### src/dse_pkg.sv
// Purpose: shared types and constants for the ddr storage element pair
// Assumes: one core clock at 40 MHz; link clocks arrive as pins
// Notes: control polarity bits are xor masks, zero means active high
package dse_pkg;
   localparam int CORE_PERIOD_NS = 25;
   localparam int OUT_HALF_PERIOD_NS = 100;
   // longest time, rounded down, never below one cycle
   localparam int OUT_HALF_CYCLES = (OUT_HALF_PERIOD_NS / CORE_PERIOD_NS) < 1 ? 1 :
      (OUT_HALF_PERIOD_NS / CORE_PERIOD_NS);
   localparam int FIFO_DEPTH = 8;
   localparam int SYNC_WIDTH = 4;
   localparam logic RESET_Q = 1'b0;
   localparam logic [4:0] POL_DEFAULT = 5'h00;

   // per-element control inputs, before polarity
   typedef struct packed {
      logic ce;
      logic gate;
      logic ge;
      logic sr;
      logic reverse_set_reset;
   } dse_ctl_type;

   // per-element configuration
   typedef struct packed {
      logic latch_mode;
      logic sr_async;
      logic sr_is_set;
      logic [4:0] pol;
   } dse_cfg_type;

   // one output word: two data bits and two enable bits
   typedef struct packed {
      logic oe_rise;
      logic oe_fall;
      logic d_rise;
      logic d_fall;
   } dse_tx_word_type;

   typedef enum logic [2:0] {
      PH_IDLE = 3'h1,
      PH_HIGH = 3'h2,
      PH_LOW  = 3'h4
   } dse_phase_type;
endpackage

### src/dse_storage_el.sv
// Purpose: one storage element, flip-flop or transparent latch
// Assumes: clk_evt is a one-cycle pulse marking the element clock rising edge
// Notes: async clear acts on q at once; latch is modelled in core_clk time
`timescale 1ns/10ps
module dse_storage_el
   import dse_pkg::*;
(
   input wire logic core_clk,
   input wire logic rstn,
   input wire dse_cfg_type cfg,
   input wire dse_ctl_type ctl,
   input wire logic clk_evt,
   input wire logic d,
   output logic q
);
   dse_ctl_type act;
   logic r, s, clr, pre, open;
   logic stored_q, stored_d;

   assign act = dse_ctl_type'(ctl ^ cfg.pol);
   // sr drives the chosen function, rev the opposite one, same style
   assign r = ~cfg.sr_async & ((act.sr & ~cfg.sr_is_set) | (act.reverse_set_reset & cfg.sr_is_set));
   assign s = ~cfg.sr_async & ((act.sr & cfg.sr_is_set) | (act.reverse_set_reset & ~cfg.sr_is_set));
   assign clr = cfg.sr_async & ((act.sr & ~cfg.sr_is_set) | (act.reverse_set_reset & cfg.sr_is_set));
   assign pre = cfg.sr_async & ((act.sr & cfg.sr_is_set) | (act.reverse_set_reset & ~cfg.sr_is_set));
   assign open = act.gate & act.ge;

   always_comb begin
      stored_d = stored_q;
      if (clr) begin
         stored_d = 1'b0;
      end else if (pre && (cfg.latch_mode || clk_evt)) begin
         stored_d = 1'b1;
      end else if (cfg.latch_mode) begin
         if (r) begin
            stored_d = 1'b0;
         end else if (s) begin
            stored_d = 1'b1;
         end else if (open) begin
            stored_d = d;
         end
      end else if (clk_evt) begin
         if (r) begin
            stored_d = 1'b0;
         end else if (s) begin
            stored_d = 1'b1;
         end else if (act.ce) begin
            stored_d = d;
         end
      end
   end

   always_ff @(posedge core_clk or negedge rstn) begin
      if (!rstn) begin
         stored_q <= RESET_Q;
      end else begin
         stored_q <= stored_d;
      end
   end

   // latch answers at once, flip-flop only after its edge
   always_comb begin
      if (clr) begin
         q = 1'b0;
      end else if (!cfg.latch_mode) begin
         q = stored_q;
      end else if (pre || (s && !r)) begin
         q = 1'b1;
      end else if (r) begin
         q = 1'b0;
      end else if (open) begin
         q = d;
      end else begin
         q = stored_q;
      end
   end
endmodule // dse_storage_el

### src/dse_fifo.sv
// Purpose: small flip-flop fifo with valid and ready on both sides
// Assumes: single clock
// Notes: no bypass; a word written is readable one cycle later
`timescale 1ns/10ps
module dse_fifo #(
   parameter int WIDTH = 4,
   parameter int DEPTH = 8
) (
   input wire logic core_clk,
   input wire logic rstn,
   input wire logic [WIDTH-1:0] in_data,
   input wire logic in_valid,
   output logic in_ready,
   output logic [WIDTH-1:0] out_data,
   output logic out_valid,
   input wire logic out_ready
);
   localparam int AW = $clog2(DEPTH);
   logic [WIDTH-1:0] mem_q [DEPTH];
   logic [AW-1:0] wr_q, wr_d, rd_q, rd_d;
   logic [AW:0] cnt_q, cnt_d;
   logic push, pop;

   assign in_ready = (cnt_q != DEPTH[AW:0]);
   assign out_valid = (cnt_q != '0);
   assign out_data = mem_q[rd_q];
   assign push = in_valid & in_ready;
   assign pop = out_valid & out_ready;

   function automatic logic [AW-1:0] ptr_inc(input logic [AW-1:0] p);
      ptr_inc = (p == AW'(DEPTH - 1)) ? '0 : AW'(p + 1'b1);
   endfunction

   always_comb begin
      wr_d = push ? ptr_inc(wr_q) : wr_q;
      rd_d = pop ? ptr_inc(rd_q) : rd_q;
      cnt_d = cnt_q;
      if (push && !pop) begin
         cnt_d = (AW+1)'(cnt_q + 1'b1);
      end else if (pop && !push) begin
         cnt_d = (AW+1)'(cnt_q - 1'b1);
      end
   end

   always_ff @(posedge core_clk or negedge rstn) begin
      if (!rstn) begin
         wr_q <= '0;
         rd_q <= '0;
         cnt_q <= '0;
      end else begin
         wr_q <= wr_d;
         rd_q <= rd_d;
         cnt_q <= cnt_d;
      end
   end

   // storage needs no reset; empty count guards reads
   always_ff @(posedge core_clk) begin
      if (push) begin
         mem_q[wr_q] <= in_data;
      end
   end
endmodule // dse_fifo

### src/dse_io_top.sv
// Purpose: ddr output, output-enable and input register pairs plus one slice pair
// Assumes: link clocks and pad data are sampled by core_clk through two flip-flops
// Notes: output ddr clock is made here by a divider, so it is no second domain
`timescale 1ns/10ps
module dse_io_top
   import dse_pkg::*;
#(
   parameter int HALF_CYCLES = OUT_HALF_CYCLES,
   parameter int DEPTH = FIFO_DEPTH
) (
   input wire logic core_clk,
   input wire logic rstn,
   // configuration
   input wire dse_cfg_type elem_cfg,
   input wire logic single_clock,
   input wire logic diff_standard,
   input wire logic cascade_en,
   input wire logic clock_mirror,
   input wire logic out_enable,
   input wire logic in_ce,
   input wire logic io_sr,
   input wire logic io_rev,
   // transmit stream
   input wire dse_tx_word_type tx_word,
   input wire logic tx_valid,
   output logic tx_ready,
   // pads
   output logic pad_out_q,
   output logic pad_oe_q,
   output logic fwd_clk_q,
   input wire logic pad_in,
   input wire logic input_clock_a,
   input wire logic input_clock_b,
   input wire logic cascade_in,
   output logic cascade_out_q,
   // receive pair
   output logic captured_bit_first,
   output logic captured_bit_second,
   output logic rx_valid_q,
   // logic slice
   input wire dse_ctl_type slice_ctl,
   input wire logic upper_comb,
   input wire logic upper_bypass_in,
   input wire logic upper_sel_bypass,
   input wire logic lower_comb,
   input wire logic lower_bypass_in,
   input wire logic lower_sel_bypass,
   output logic upper_q,
   output logic lower_q
);
   // pin synchronisers: clock a, clock b, data, cascade
   logic [SYNC_WIDTH-1:0] meta_q, sync_q, prev_q;
   // edges count only once prev_q holds a real pin value, else a high pin fakes one
   logic [2:0] warm_q;
   logic a_rise, b_edge, in_data;
   logic b_edge_q;

   // output clock generator
   dse_phase_type ph_q, ph_d;
   logic [7:0] cnt_q, cnt_d;
   logic rise_evt, fall_evt;

   // transmit path
   dse_tx_word_type fifo_word, cur_q, cur_d;
   logic fifo_valid, fifo_pop;
   logic rise_data, fall_data, tx_ce;
   logic out_rise, out_fall, oe_rise, oe_fall;
   dse_ctl_type tx_ctl, in_ctl;

   // receive path
   logic in_rise, in_fall;
   logic first_d, second_d, rx_valid_d, casc_d;

   // slice
   logic upper_d, lower_d, upper_el, lower_el;

   // output mux
   logic pad_out_d, pad_oe_d, fwd_clk_d;

   function automatic logic ddr_mux(input dse_phase_type ph, input logic hi, input logic lo);
      ddr_mux = (ph == PH_HIGH) ? hi : ((ph == PH_LOW) ? lo : 1'b0);
   endfunction

   always_ff @(posedge core_clk or negedge rstn) begin
      if (!rstn) begin
         meta_q <= '0;
         sync_q <= '0;
         prev_q <= '0;
         warm_q <= 3'h0;
      end else begin
         warm_q <= {warm_q[1:0], 1'b1};
         meta_q <= {cascade_in, pad_in, input_clock_b, input_clock_a};
         sync_q <= meta_q;
         prev_q <= sync_q;
      end
   end

   assign a_rise = warm_q[2] & sync_q[0] & ~prev_q[0];
   // one clock on both edges, or a second clock of its own
   assign b_edge = warm_q[2] &
      (single_clock ? (~sync_q[0] & prev_q[0]) : (sync_q[1] & ~prev_q[1]));
   // cascade only for a differential standard; partner route never reaches fabric
   assign in_data = (cascade_en & diff_standard) ? sync_q[3] : sync_q[2];

   // phase generator: rise and fall events of the forwarded ddr clock
   always_comb begin
      ph_d = ph_q;
      cnt_d = cnt_q;
      rise_evt = 1'b0;
      fall_evt = 1'b0;
      case (ph_q)
         PH_IDLE: begin
            if (out_enable) begin
               ph_d = PH_HIGH;
               cnt_d = 8'(HALF_CYCLES - 1);
               rise_evt = 1'b1;
            end
         end
         PH_HIGH: begin
            if (cnt_q != 8'h00) begin
               cnt_d = 8'(cnt_q - 1'b1);
            end else begin
               ph_d = PH_LOW;
               cnt_d = 8'(HALF_CYCLES - 1);
               fall_evt = 1'b1;
            end
         end
         PH_LOW: begin
            if (cnt_q != 8'h00) begin
               cnt_d = 8'(cnt_q - 1'b1);
            end else if (out_enable) begin
               ph_d = PH_HIGH;
               cnt_d = 8'(HALF_CYCLES - 1);
               rise_evt = 1'b1;
            end else begin
               ph_d = PH_IDLE;
            end
         end
         default: begin
            ph_d = PH_IDLE;
            cnt_d = 8'h00;
         end
      endcase
   end

   always_ff @(posedge core_clk or negedge rstn) begin
      if (!rstn) begin
         ph_q <= PH_IDLE;
         cnt_q <= 8'h00;
      end else begin
         ph_q <= ph_d;
         cnt_q <= cnt_d;
      end
   end

   // fifo drains one word per rising event unless clock_mirror is set; stalls tx_ready when full
   assign fifo_pop = rise_evt & ~clock_mirror;

   dse_fifo #(
      .WIDTH($bits(dse_tx_word_type)),
      .DEPTH(DEPTH)
   ) u_fifo (
      .core_clk(core_clk),
      .rstn(rstn),
      .in_data(tx_word),
      .in_valid(tx_valid),
      .in_ready(tx_ready),
      .out_data(fifo_word),
      .out_valid(fifo_valid),
      .out_ready(fifo_pop)
   );

   // fall registers take the word popped at the previous rise
   always_comb begin
      cur_d = cur_q;
      if (fifo_pop && fifo_valid) begin
         cur_d = fifo_word;
      end
      // an empty fifo holds the last bits instead of inventing data
      tx_ce = clock_mirror | fifo_valid | ~rise_evt;
      rise_data = clock_mirror ? 1'b1 : fifo_word.d_rise;
      fall_data = clock_mirror ? 1'b0 : cur_q.d_fall;
      tx_ctl = '{ce: tx_ce, gate: 1'b0, ge: 1'b0, sr: io_sr, reverse_set_reset: io_rev};
      in_ctl = '{ce: in_ce, gate: sync_q[0], ge: 1'b1, sr: io_sr, reverse_set_reset: io_rev};
   end

   always_ff @(posedge core_clk or negedge rstn) begin
      if (!rstn) begin
         cur_q <= '0;
      end else begin
         cur_q <= cur_d;
      end
   end

   // output data pair
   dse_storage_el u_out_reg_rise (
      .core_clk(core_clk), .rstn(rstn), .cfg(elem_cfg), .ctl(tx_ctl),
      .clk_evt(rise_evt), .d(rise_data), .q(out_rise)
   );
   dse_storage_el u_out_reg_fall (
      .core_clk(core_clk), .rstn(rstn), .cfg(elem_cfg), .ctl(tx_ctl),
      .clk_evt(fall_evt), .d(fall_data), .q(out_fall)
   );
   // output enable pair
   dse_storage_el u_oe_reg_rise (
      .core_clk(core_clk), .rstn(rstn), .cfg(elem_cfg), .ctl(tx_ctl),
      .clk_evt(rise_evt), .d(clock_mirror | fifo_word.oe_rise), .q(oe_rise)
   );
   dse_storage_el u_oe_reg_fall (
      .core_clk(core_clk), .rstn(rstn), .cfg(elem_cfg), .ctl(tx_ctl),
      .clk_evt(fall_evt), .d(clock_mirror | cur_q.oe_fall), .q(oe_fall)
   );
   // input pair
   dse_storage_el u_in_reg_rise (
      .core_clk(core_clk), .rstn(rstn), .cfg(elem_cfg), .ctl(in_ctl),
      .clk_evt(a_rise), .d(in_data), .q(in_rise)
   );
   dse_storage_el u_in_reg_fall (
      .core_clk(core_clk), .rstn(rstn), .cfg(elem_cfg), .ctl(in_ctl),
      .clk_evt(b_edge), .d(in_data), .q(in_fall)
   );

   // slice pair: one shared control group, separate data selects
   always_comb begin
      upper_d = upper_sel_bypass ? upper_bypass_in : upper_comb;
      lower_d = lower_sel_bypass ? lower_bypass_in : lower_comb;
   end

   dse_storage_el u_upper_storage_element (
      .core_clk(core_clk), .rstn(rstn), .cfg(elem_cfg), .ctl(slice_ctl),
      .clk_evt(1'b1), .d(upper_d), .q(upper_el)
   );
   dse_storage_el u_lower_storage_element (
      .core_clk(core_clk), .rstn(rstn), .cfg(elem_cfg), .ctl(slice_ctl),
      .clk_evt(1'b1), .d(lower_d), .q(lower_el)
   );

   // both captured bits land in core_clk two cycles after the second edge is detected
   always_comb begin
      first_d = captured_bit_first;
      second_d = captured_bit_second;
      rx_valid_d = b_edge_q;
      if (b_edge_q) begin
         first_d = in_rise;
         second_d = in_fall;
      end
      casc_d = in_rise;
      // mux the ddr pairs by phase; one flop stage keeps pads glitch free
      pad_out_d = ddr_mux(ph_q, out_rise, out_fall);
      pad_oe_d = ddr_mux(ph_q, oe_rise, oe_fall);
      fwd_clk_d = (ph_q == PH_HIGH);
   end

   always_ff @(posedge core_clk or negedge rstn) begin
      if (!rstn) begin
         b_edge_q <= 1'b0;
         captured_bit_first <= 1'b0;
         captured_bit_second <= 1'b0;
         rx_valid_q <= 1'b0;
         cascade_out_q <= 1'b0;
         pad_out_q <= 1'b0;
         pad_oe_q <= 1'b0;
         fwd_clk_q <= 1'b0;
         upper_q <= 1'b0;
         lower_q <= 1'b0;
      end else begin
         b_edge_q <= b_edge;
         captured_bit_first <= first_d;
         captured_bit_second <= second_d;
         rx_valid_q <= rx_valid_d;
         cascade_out_q <= casc_d;
         pad_out_q <= pad_out_d;
         pad_oe_q <= pad_oe_d;
         fwd_clk_q <= fwd_clk_d;
         upper_q <= upper_el;
         lower_q <= lower_el;
      end
   end
endmodule // dse_io_top

### config.mk
export PLATFORM = sky130hd
export DESIGN_NAME = dse_io_top
export DESIGN_NICKNAME = d
export VERILOG_FILES = /design/src/dse_pkg.sv /design/src/dse_storage_el.sv /design/src/dse_fifo.sv /design/src/dse_io_top.sv
export SDC_FILE = /design/constraint.sdc
export NUM_CORES = 1
export LEC_CHECK = 0
export BUFFER_PORTS_ARGS = -buffer_cell sky130_fd_sc_hd__buf_4
export CORE_MARGIN = 2
export CORE_UTILIZATION = 60
export DETAILED_ROUTE_END_ITERATION = 6
export GPL_TIMING_DRIVEN = 0
export PLACE_DENSITY = 0.82
export SETUP_SLACK_MARGIN = 0.5
export SYNTH_ARGS = -nofsm -noshare
export SYNTH_HDL_FRONTEND = slang
export SYNTH_SLANG_ARGS = --single-unit
### constraint.sdc
create_clock -name core_clk -period 7.2 [get_ports core_clk]
set_input_delay 1.44 -clock core_clk [delete_from_list [all_inputs] [get_ports core_clk]]
set_output_delay 1.44 -clock core_clk [all_outputs]
set_load 0.01 [all_outputs]
==> results of run 1 <==
synthesized netlist by cell type (4+ instances only):
| master | n |
|---|---|
| a21oi_1 | 18 |
| nor2b_1 | 6 |
| o31ai_1 | 4 |
| nor3_1 | 16 |
| mux4_1 | 8 |
| nand2b_1 | 12 |
| mux2i_1 | 11 |
| buf_6 | 4 |
| ha_1 | 9 |
| and2_1 | 4 |
| xnor2_1 | 5 |
| a21o_1 | 4 |
| a31oi_1 | 6 |
| o21ai_0 | 31 |
| xor2_1 | 9 |
| mux2_2 | 9 |
| nor2_1 | 22 |
| dfrtp_1 | 53 |
| o21a_1 | 4 |
| inv_1 | 7 |
| nand3_1 | 7 |
| nand2_1 | 29 |
| edfxtp_1 | 32 |
through the flow:
step	std cells	total power, mW	worst slack [ns]	util, %	hold WS (ns)
5_1_grt	512	1.27	3.11	71.7	0.363
4_1_cts	512	1.21	3.29	71.7	0.359
6_report	512	1.20	3.27	71.7	0.355
3_5_place_dp	496	0.886	2.89	68.9	0.336
3_3_place_gp	496	0.864	2.95	68.9	0.332
2_1_floorplan	356	0.791	3.20	-	0.331
state kept, by name, indices dropped and copies added (netlist names), 3 cells and up:
name and cells:
u_fifo.rd_q 3, cnt_q 8, meta_q 4, sync_q 4, u_fifo.cnt_q 4, u_fifo.wr_q 3
ph_q 3, u_fifo.mem_q 32, warm_q 3
cell families (layout without fill, tap and decap cells):
group	count (synthesis)	count (layout)	share of synthesized area (%)
mux	28	28	9.97
simple gates	112	112	13.9
buf+inv	18	78	2.46
fa+ha+maj	10	10	3.14
compound gates	87	87	12.9
flops	86	86	54.7
xor+xnor	14	14	2.90
other cells	1	1	0.0887
area by class of cell:
cell class | count | area [sq um] | area share (%)
inverters | 8 | 30.0 | 0.616
flip-flops and latches | 86 | 2310 | 47.5
clock buffers | 9 | 124 | 2.54
plain buffers | 10 | 73.8 | 1.51
well taps | 96 | 120 | 2.46
multi-input cells | 252 | 1810 | 37.1
repair buffers | 44 | 330 | 6.78
clock inverters | 7 | 72.6 | 1.49
worst min-delay path by stage:
stage                         start   endpoint  slack [ns]
after floorplan           meta_q[0]  sync_q[0]        0.33
after global placement    warm_q[0]  warm_q[1]        0.33
after detailed placement  warm_q[0]  warm_q[1]        0.34
after CTS                 warm_q[0]  warm_q[1]        0.36
after global routing      warm_q[0]  warm_q[1]        0.36
final                     warm_q[0]  warm_q[1]        0.35
routing by layer:
layer	wire length [um]	part of all wire (%)	GRT usage [%]	vias to the layer above
met2	4130	50	38.7	81
met3	372	4.5	4.81	13
met4	150	1.8	8.39	0
met1	3570	43	31.2	1420
li1	-	-	-	1437
met5	0	0	0	-
power by group through the flow:
| stage | Combinational [mW] | Clock [mW] | Sequential [mW] |
|---|---|---|---|
| finish | 0.245 | 0.329 | 0.626 |
| CTS | 0.249 | 0.335 | 0.626 |
| global route | 0.278 | 0.355 | 0.634 |
| floorplan | 0.165 | 0 | 0.625 |
| global placement | 0.235 | 0 | 0.629 |
| detailed placement | 0.250 | 0 | 0.636 |
==> impl_metrics.tcl, run 1 <==
set metrics [dict create \
    max-slew-margin-rel_pct 40.2 \
    r2r-end "u_fifo.cnt_q[3]" \
    drt_iter0_drc 186 \
    die-width_um 87.9 \
    diodes 0 \
    cts_setup_buffers 0 \
    cts.sinks 86 \
    hold_buffers 0 \
    vias 2951 \
    crit_type "in -> reg" \
    grt_pass1_wl_mm 13.8 \
    async_flop_share_pct 62.8 \
    vias_per_cell 5.76 \
    ios 48 \
    drc_errors 0 \
    grt_usage_pct 23.5 \
    synthTopCellsByArea "dfrtp_1 31%, edfxtp_1 23%, mux4_1 5.0%" \
    status "complete, no violations" \
    crit_path_cell_trace "buf_2 -> nor4bb_1 -> nand3_1 -> a21boi_1 -> or3b_2 -> buf_2 -> ha_1 -> inv_1 -> ha_1 -> a21o_1 -> a21oi_1 -> xnor2_1 -> nor2_1 -> xor2_1" \
    cts.root.buffer_cell "clkbuf_8" \
    numCtsBuffers 9 \
    cts_max_level 3 \
    die_h_um 87.9 \
    critical_path_arrival_ns 4.17 \
    synthesis.area_sq_um 4230 \
    worst_pin_slew_ns 0.888 \
    clk_pin_slew_ns 0.10 \
    yosysSeqAreaShare_pct 54.7 \
    synth.distinct_cells 52 \
    cp.buffers_inverters 3 \
    syn_nets 404 \
    finalMaxSlewViolations 0 \
    placed_area_sq_um 4680 \
    syn2layout_area_growth_pct 15.3 \
    synth_ff_type "dfrtp_1" \
    cts_resized 0 \
    synth_edf_count 32 \
    routed_wl_mm 8.22 \
    synth_top_area_share_pct 31.4 \
    portBuffers 44 \
    clkPwrFrac_pct 27.4 \
    ant_nets 0 \
    cp-endpoint "u_fifo.cnt_q[3]" \
    design_area_sq_um 4870 \
    required_ns 7.44 \
    ir_drop_uv 245 \
    critPathLaunch "out_enable" \
    ctsLongestPathBuffers 2 \
    fmaxAchievable_mhz 255 \
    final_hold_viol_count 0 \
    hold_path_class "reg -> reg" \
    rrSetupSlack_ns 3.86 \
    drive_above_1_share_pct 20.4 \
    final-setup-viol-count 0 \
    swShare_pct 30.6 \
    power_switching_mw 0.367 \
    gp_congestion 0.866 \
    clk_latency_ns 0.36 \
    grt_pass1_vias 2942 \
    firstDrtPassIters 4 \
    fin_skew_ns 0.00960 \
    yosysTopAreaCell "dfrtp_1" \
    internal_power_mw 0.833 \
    cp.depth 14 \
    dp_hpwl_mm 6.06 \
    seqPwrFrac_pct 52.1 \
    fp-row-count 30 \
    fillers 504 \
    cp-start-kind "primary input" \
    mostFrequentLayoutCells "53 x dfrtp_1, 45 x buf_4, 32 x edfxtp_1" \
    ff2ff_path_depth 15 \
    endpoint_kind "register" \
    cts_tree "built" \
    drv_cap 0 \
    fin_crit_sh_pct 54.6 \
    hold_depth 0 \
    num-nets-final 459 \
    wl_per_cell_um 16.1 \
    power_frac_comb_pct 20.4 \
    tns_ns 0 \
    grt_setup_unrepaired "no" \
    r2r-start "cnt_q[0]" \
    layout_commonest_cell "dfrtp_1" \
    cpPeakStageDelay_ns 0.46 \
    cp_slowest_cell "or3b_2" \
    overflow 0 \
    syn_avg_cell_area_sq_um 11.9 \
    fin_crit_ns 3.93 \
    start_util_pct 62.2 \
    dieArea_sq_um 7730 \
    crit_family "simple AND/OR/NAND/NOR gates" \
    p_leak_nw 1.99 \
    power.density_nw_per_um2 246 \
    grt_max_degree 55 \
    antenna_found_initial 0 \
    ys_ff_latch 86 \
    worstPathMaxFanout 10 \
    yosysWarnings 0 \
    syn_inst 356 \
    coreArea_sq_um 6790 \
]
Power figures use the tool's default switching activity.
==> inputs of run 2 (changes only) <==
--- a/config.mk
+++ b/config.mk
@@ -7,10 +7,10 @@
 export LEC_CHECK = 0
 export BUFFER_PORTS_ARGS = -buffer_cell sky130_fd_sc_hd__buf_4
 export CORE_MARGIN = 2
-export CORE_UTILIZATION = 60
+export CORE_UTILIZATION = 58
 export DETAILED_ROUTE_END_ITERATION = 6
 export GPL_TIMING_DRIVEN = 0
-export PLACE_DENSITY = 0.82
+export PLACE_DENSITY = 0.79
 export SETUP_SLACK_MARGIN = 0.5
 export SYNTH_ARGS = -nofsm -noshare
 export SYNTH_HDL_FRONTEND = slang
==> constraint.sdc (replaced) <==
create_clock -name core_clk -period 3.9 [get_ports core_clk]
set_input_delay 0.78 -clock core_clk [delete_from_list [all_inputs] [get_ports core_clk]]
set_output_delay 0.78 -clock core_clk [all_outputs]
set_load 0.01 [all_outputs]
==> run 2 against run 1 <==
  * Sequential cell count stayed put
  * Sequential share of layout area is 0.19 points lower
  * Via count is 1.7% higher
  * Critical path depth is 1 higher
  * Clock power is 70% higher
==> impl_metrics.tcl, run 2 (synthesis gave the netlist of run 1 again) <==
set metrics [dict create \
    drc_errors 0 \
    ctsLongestPathBuffers 2 \
    worst_pin_slew_ns 0.865 \
    ir_drop_uv 361 \
    cts.sinks 86 \
    coreArea_sq_um 7140 \
    critical_path_arrival_ns 3.43 \
    grt_pass1_wl_mm 13.3 \
    grt_pass1_vias 2858 \
    fin_skew_ns 0.00932 \
    dp_hpwl_mm 5.91 \
    gp_congestion 0.861 \
    drv_cap 0 \
    portBuffers 44 \
    start_util_pct 59.2 \
    placed_area_sq_um 4680 \
    p_leak_nw 1.99 \
    vias_per_cell 5.79 \
    fin_crit_ns 3.20 \
    routed_wl_mm 8.44 \
    tns_ns 0 \
    reg.largest.list "u_fifo.mem_q: 32 flops, cnt_q: 8 flops" \
    num-nets-final 462 \
    overflow 0 \
    fin_crit_sh_pct 82.1 \
    cts_max_level 3 \
    regMostFlops "u_fifo.mem_q" \
    grt_usage_pct 22.0 \
    vias 3001 \
    cp-start-kind "register" \
    ant_nets 0 \
    grt_max_degree 55 \
    hold-path-endpoint "sync_q[3]" \
    finalMaxSlewViolations 0 \
    dieArea_sq_um 7990 \
    antenna_found_initial 0 \
    status "complete, no violations" \
    design_area_sq_um 4890 \
    hold_path_class "reg -> reg" \
    mostFrequentLayoutCells "53 x dfrtp_1, 49 x buf_4, 32 x edfxtp_1" \
    syn2layout_area_growth_pct 15.8 \
    ff2ff_path_depth 15 \
    r2r-end "u_fifo.cnt_q[3]" \
    ios 48 \
    drt_iter0_drc 177 \
    rrSetupSlack_ns 0.70 \
    drive_above_1_share_pct 22.0 \
    endpoint_kind "register" \
    min-delay-start "meta_q[3]" \
    power.density_nw_per_um2 446 \
    fp-row-count 31 \
    die_h_um 89.4 \
    clk_pin_slew_ns 0.09 \
    cts.root.buffer_cell "clkbuf_8" \
    largest_reg_flops 32 \
    cts_tree "built" \
    die-width_um 89.4 \
    layout_commonest_cell "dfrtp_1" \
    required_ns 4.13 \
    clk_latency_ns 0.35 \
    wl_per_cell_um 16.3 \
    hold_depth 0 \
    fmaxAchievable_mhz 312 \
    worstPathMaxFanout 10 \
    grt_setup_unrepaired "no" \
    firstDrtPassIters 5 \
    final_hold_viol_count 0 \
    crit_type "reg -> reg" \
    numCtsBuffers 9 \
    max-slew-margin-rel_pct 41.9 \
    final-setup-viol-count 0 \
    p_total_mw 2.18 \
    r2r-start "cnt_q[0]" \
    diodes 0 \
]
run 2: per-stage QoR:
| stage | util, % | worst slack, ns | hold WS [ns] | std cells |
|---|---|---|---|---|
| finish | 68.6 | 0.700 | 0.353 | 518 |
| global route | 68.6 | 0.484 | 0.366 | 518 |
| CTS | 68.1 | 0.527 | 0.359 | 516 |
| detailed placement | 65.6 | 0.257 | 0.338 | 499 |
| global placement | 65.6 | 0.364 | 0.334 | 499 |
| floorplan | - | 0.555 | 0.331 | 356 |
run 2: routing by layer:
layer	up-vias	global-route usage, %	wire length (um)
met4	0	9.50	164
li1	1439	-	-
met2	108	37.9	4270
met1	1437	27.3	3540
met5	-	0	0
met3	17	3.69	458
run 2: worst max path at each step:
stage / start / end / depth (start not counted) / slack [ns]
detailed placement: out_enable / u_fifo.cnt_q[3] / 14 / 0.26
CTS: cnt_q[0] / u_fifo.cnt_q[3] / 15 / 0.53
global placement: out_enable / u_fifo.cnt_q[3] / 14 / 0.36
finish: cnt_q[0] / u_fifo.cnt_q[3] / 15 / 0.70
floorplan: out_enable / u_fifo.cnt_q[3] / 14 / 0.56
global route: cnt_q[0] / u_fifo.cnt_q[3] / 15 / 0.48
run 2: power breakdown:
part / internal [mW] / switching (mW)
clock: 0.235 / 0.324
combinational: 0.225 / 0.246
sequential: 1.07 / 0.0870
total: 1.53 / 0.657
run 2: final cells by class:
type                            instances  area (sq um)
Multi-Input combinational cell        252          1830
Clock inverter                          6          45.0
Tap cell                               99           124
Clock buffer                           10           128
Timing Repair Buffer                   47           353
Buffer                                 10          76.3
Inverter                                8          30.0
Fill cell                             562          2240
Sequential cell                        86          2310
run 2: worst max-delay path, stage by stage (launching register included):
cell and delay, ns:
dfrtp_1 0.41, inv_1 0.08, ha_1 0.17, nor4b_4 0.22
nand3_1 0.13, a21boi_2 0.21, or3b_2 0.45, buf_4 0.18
ha_2 0.21, inv_2 0.08, ha_1 0.23, a21o_1 0.19
a21oi_2 0.15, xnor2_1 0.15, nor2_1 0.07, xor2_1 0.14
run 2: repair_timing:
item | 4_1_cts | 5_1_grt
endpoints found under the hold margin | 0 | 0
resized for setup | 0 | 7
hold buffers | 0 | 0
endpoints found under the setup margin | 1 | 1
setup buffers | 1 | 2
pin swaps | 0 | 1
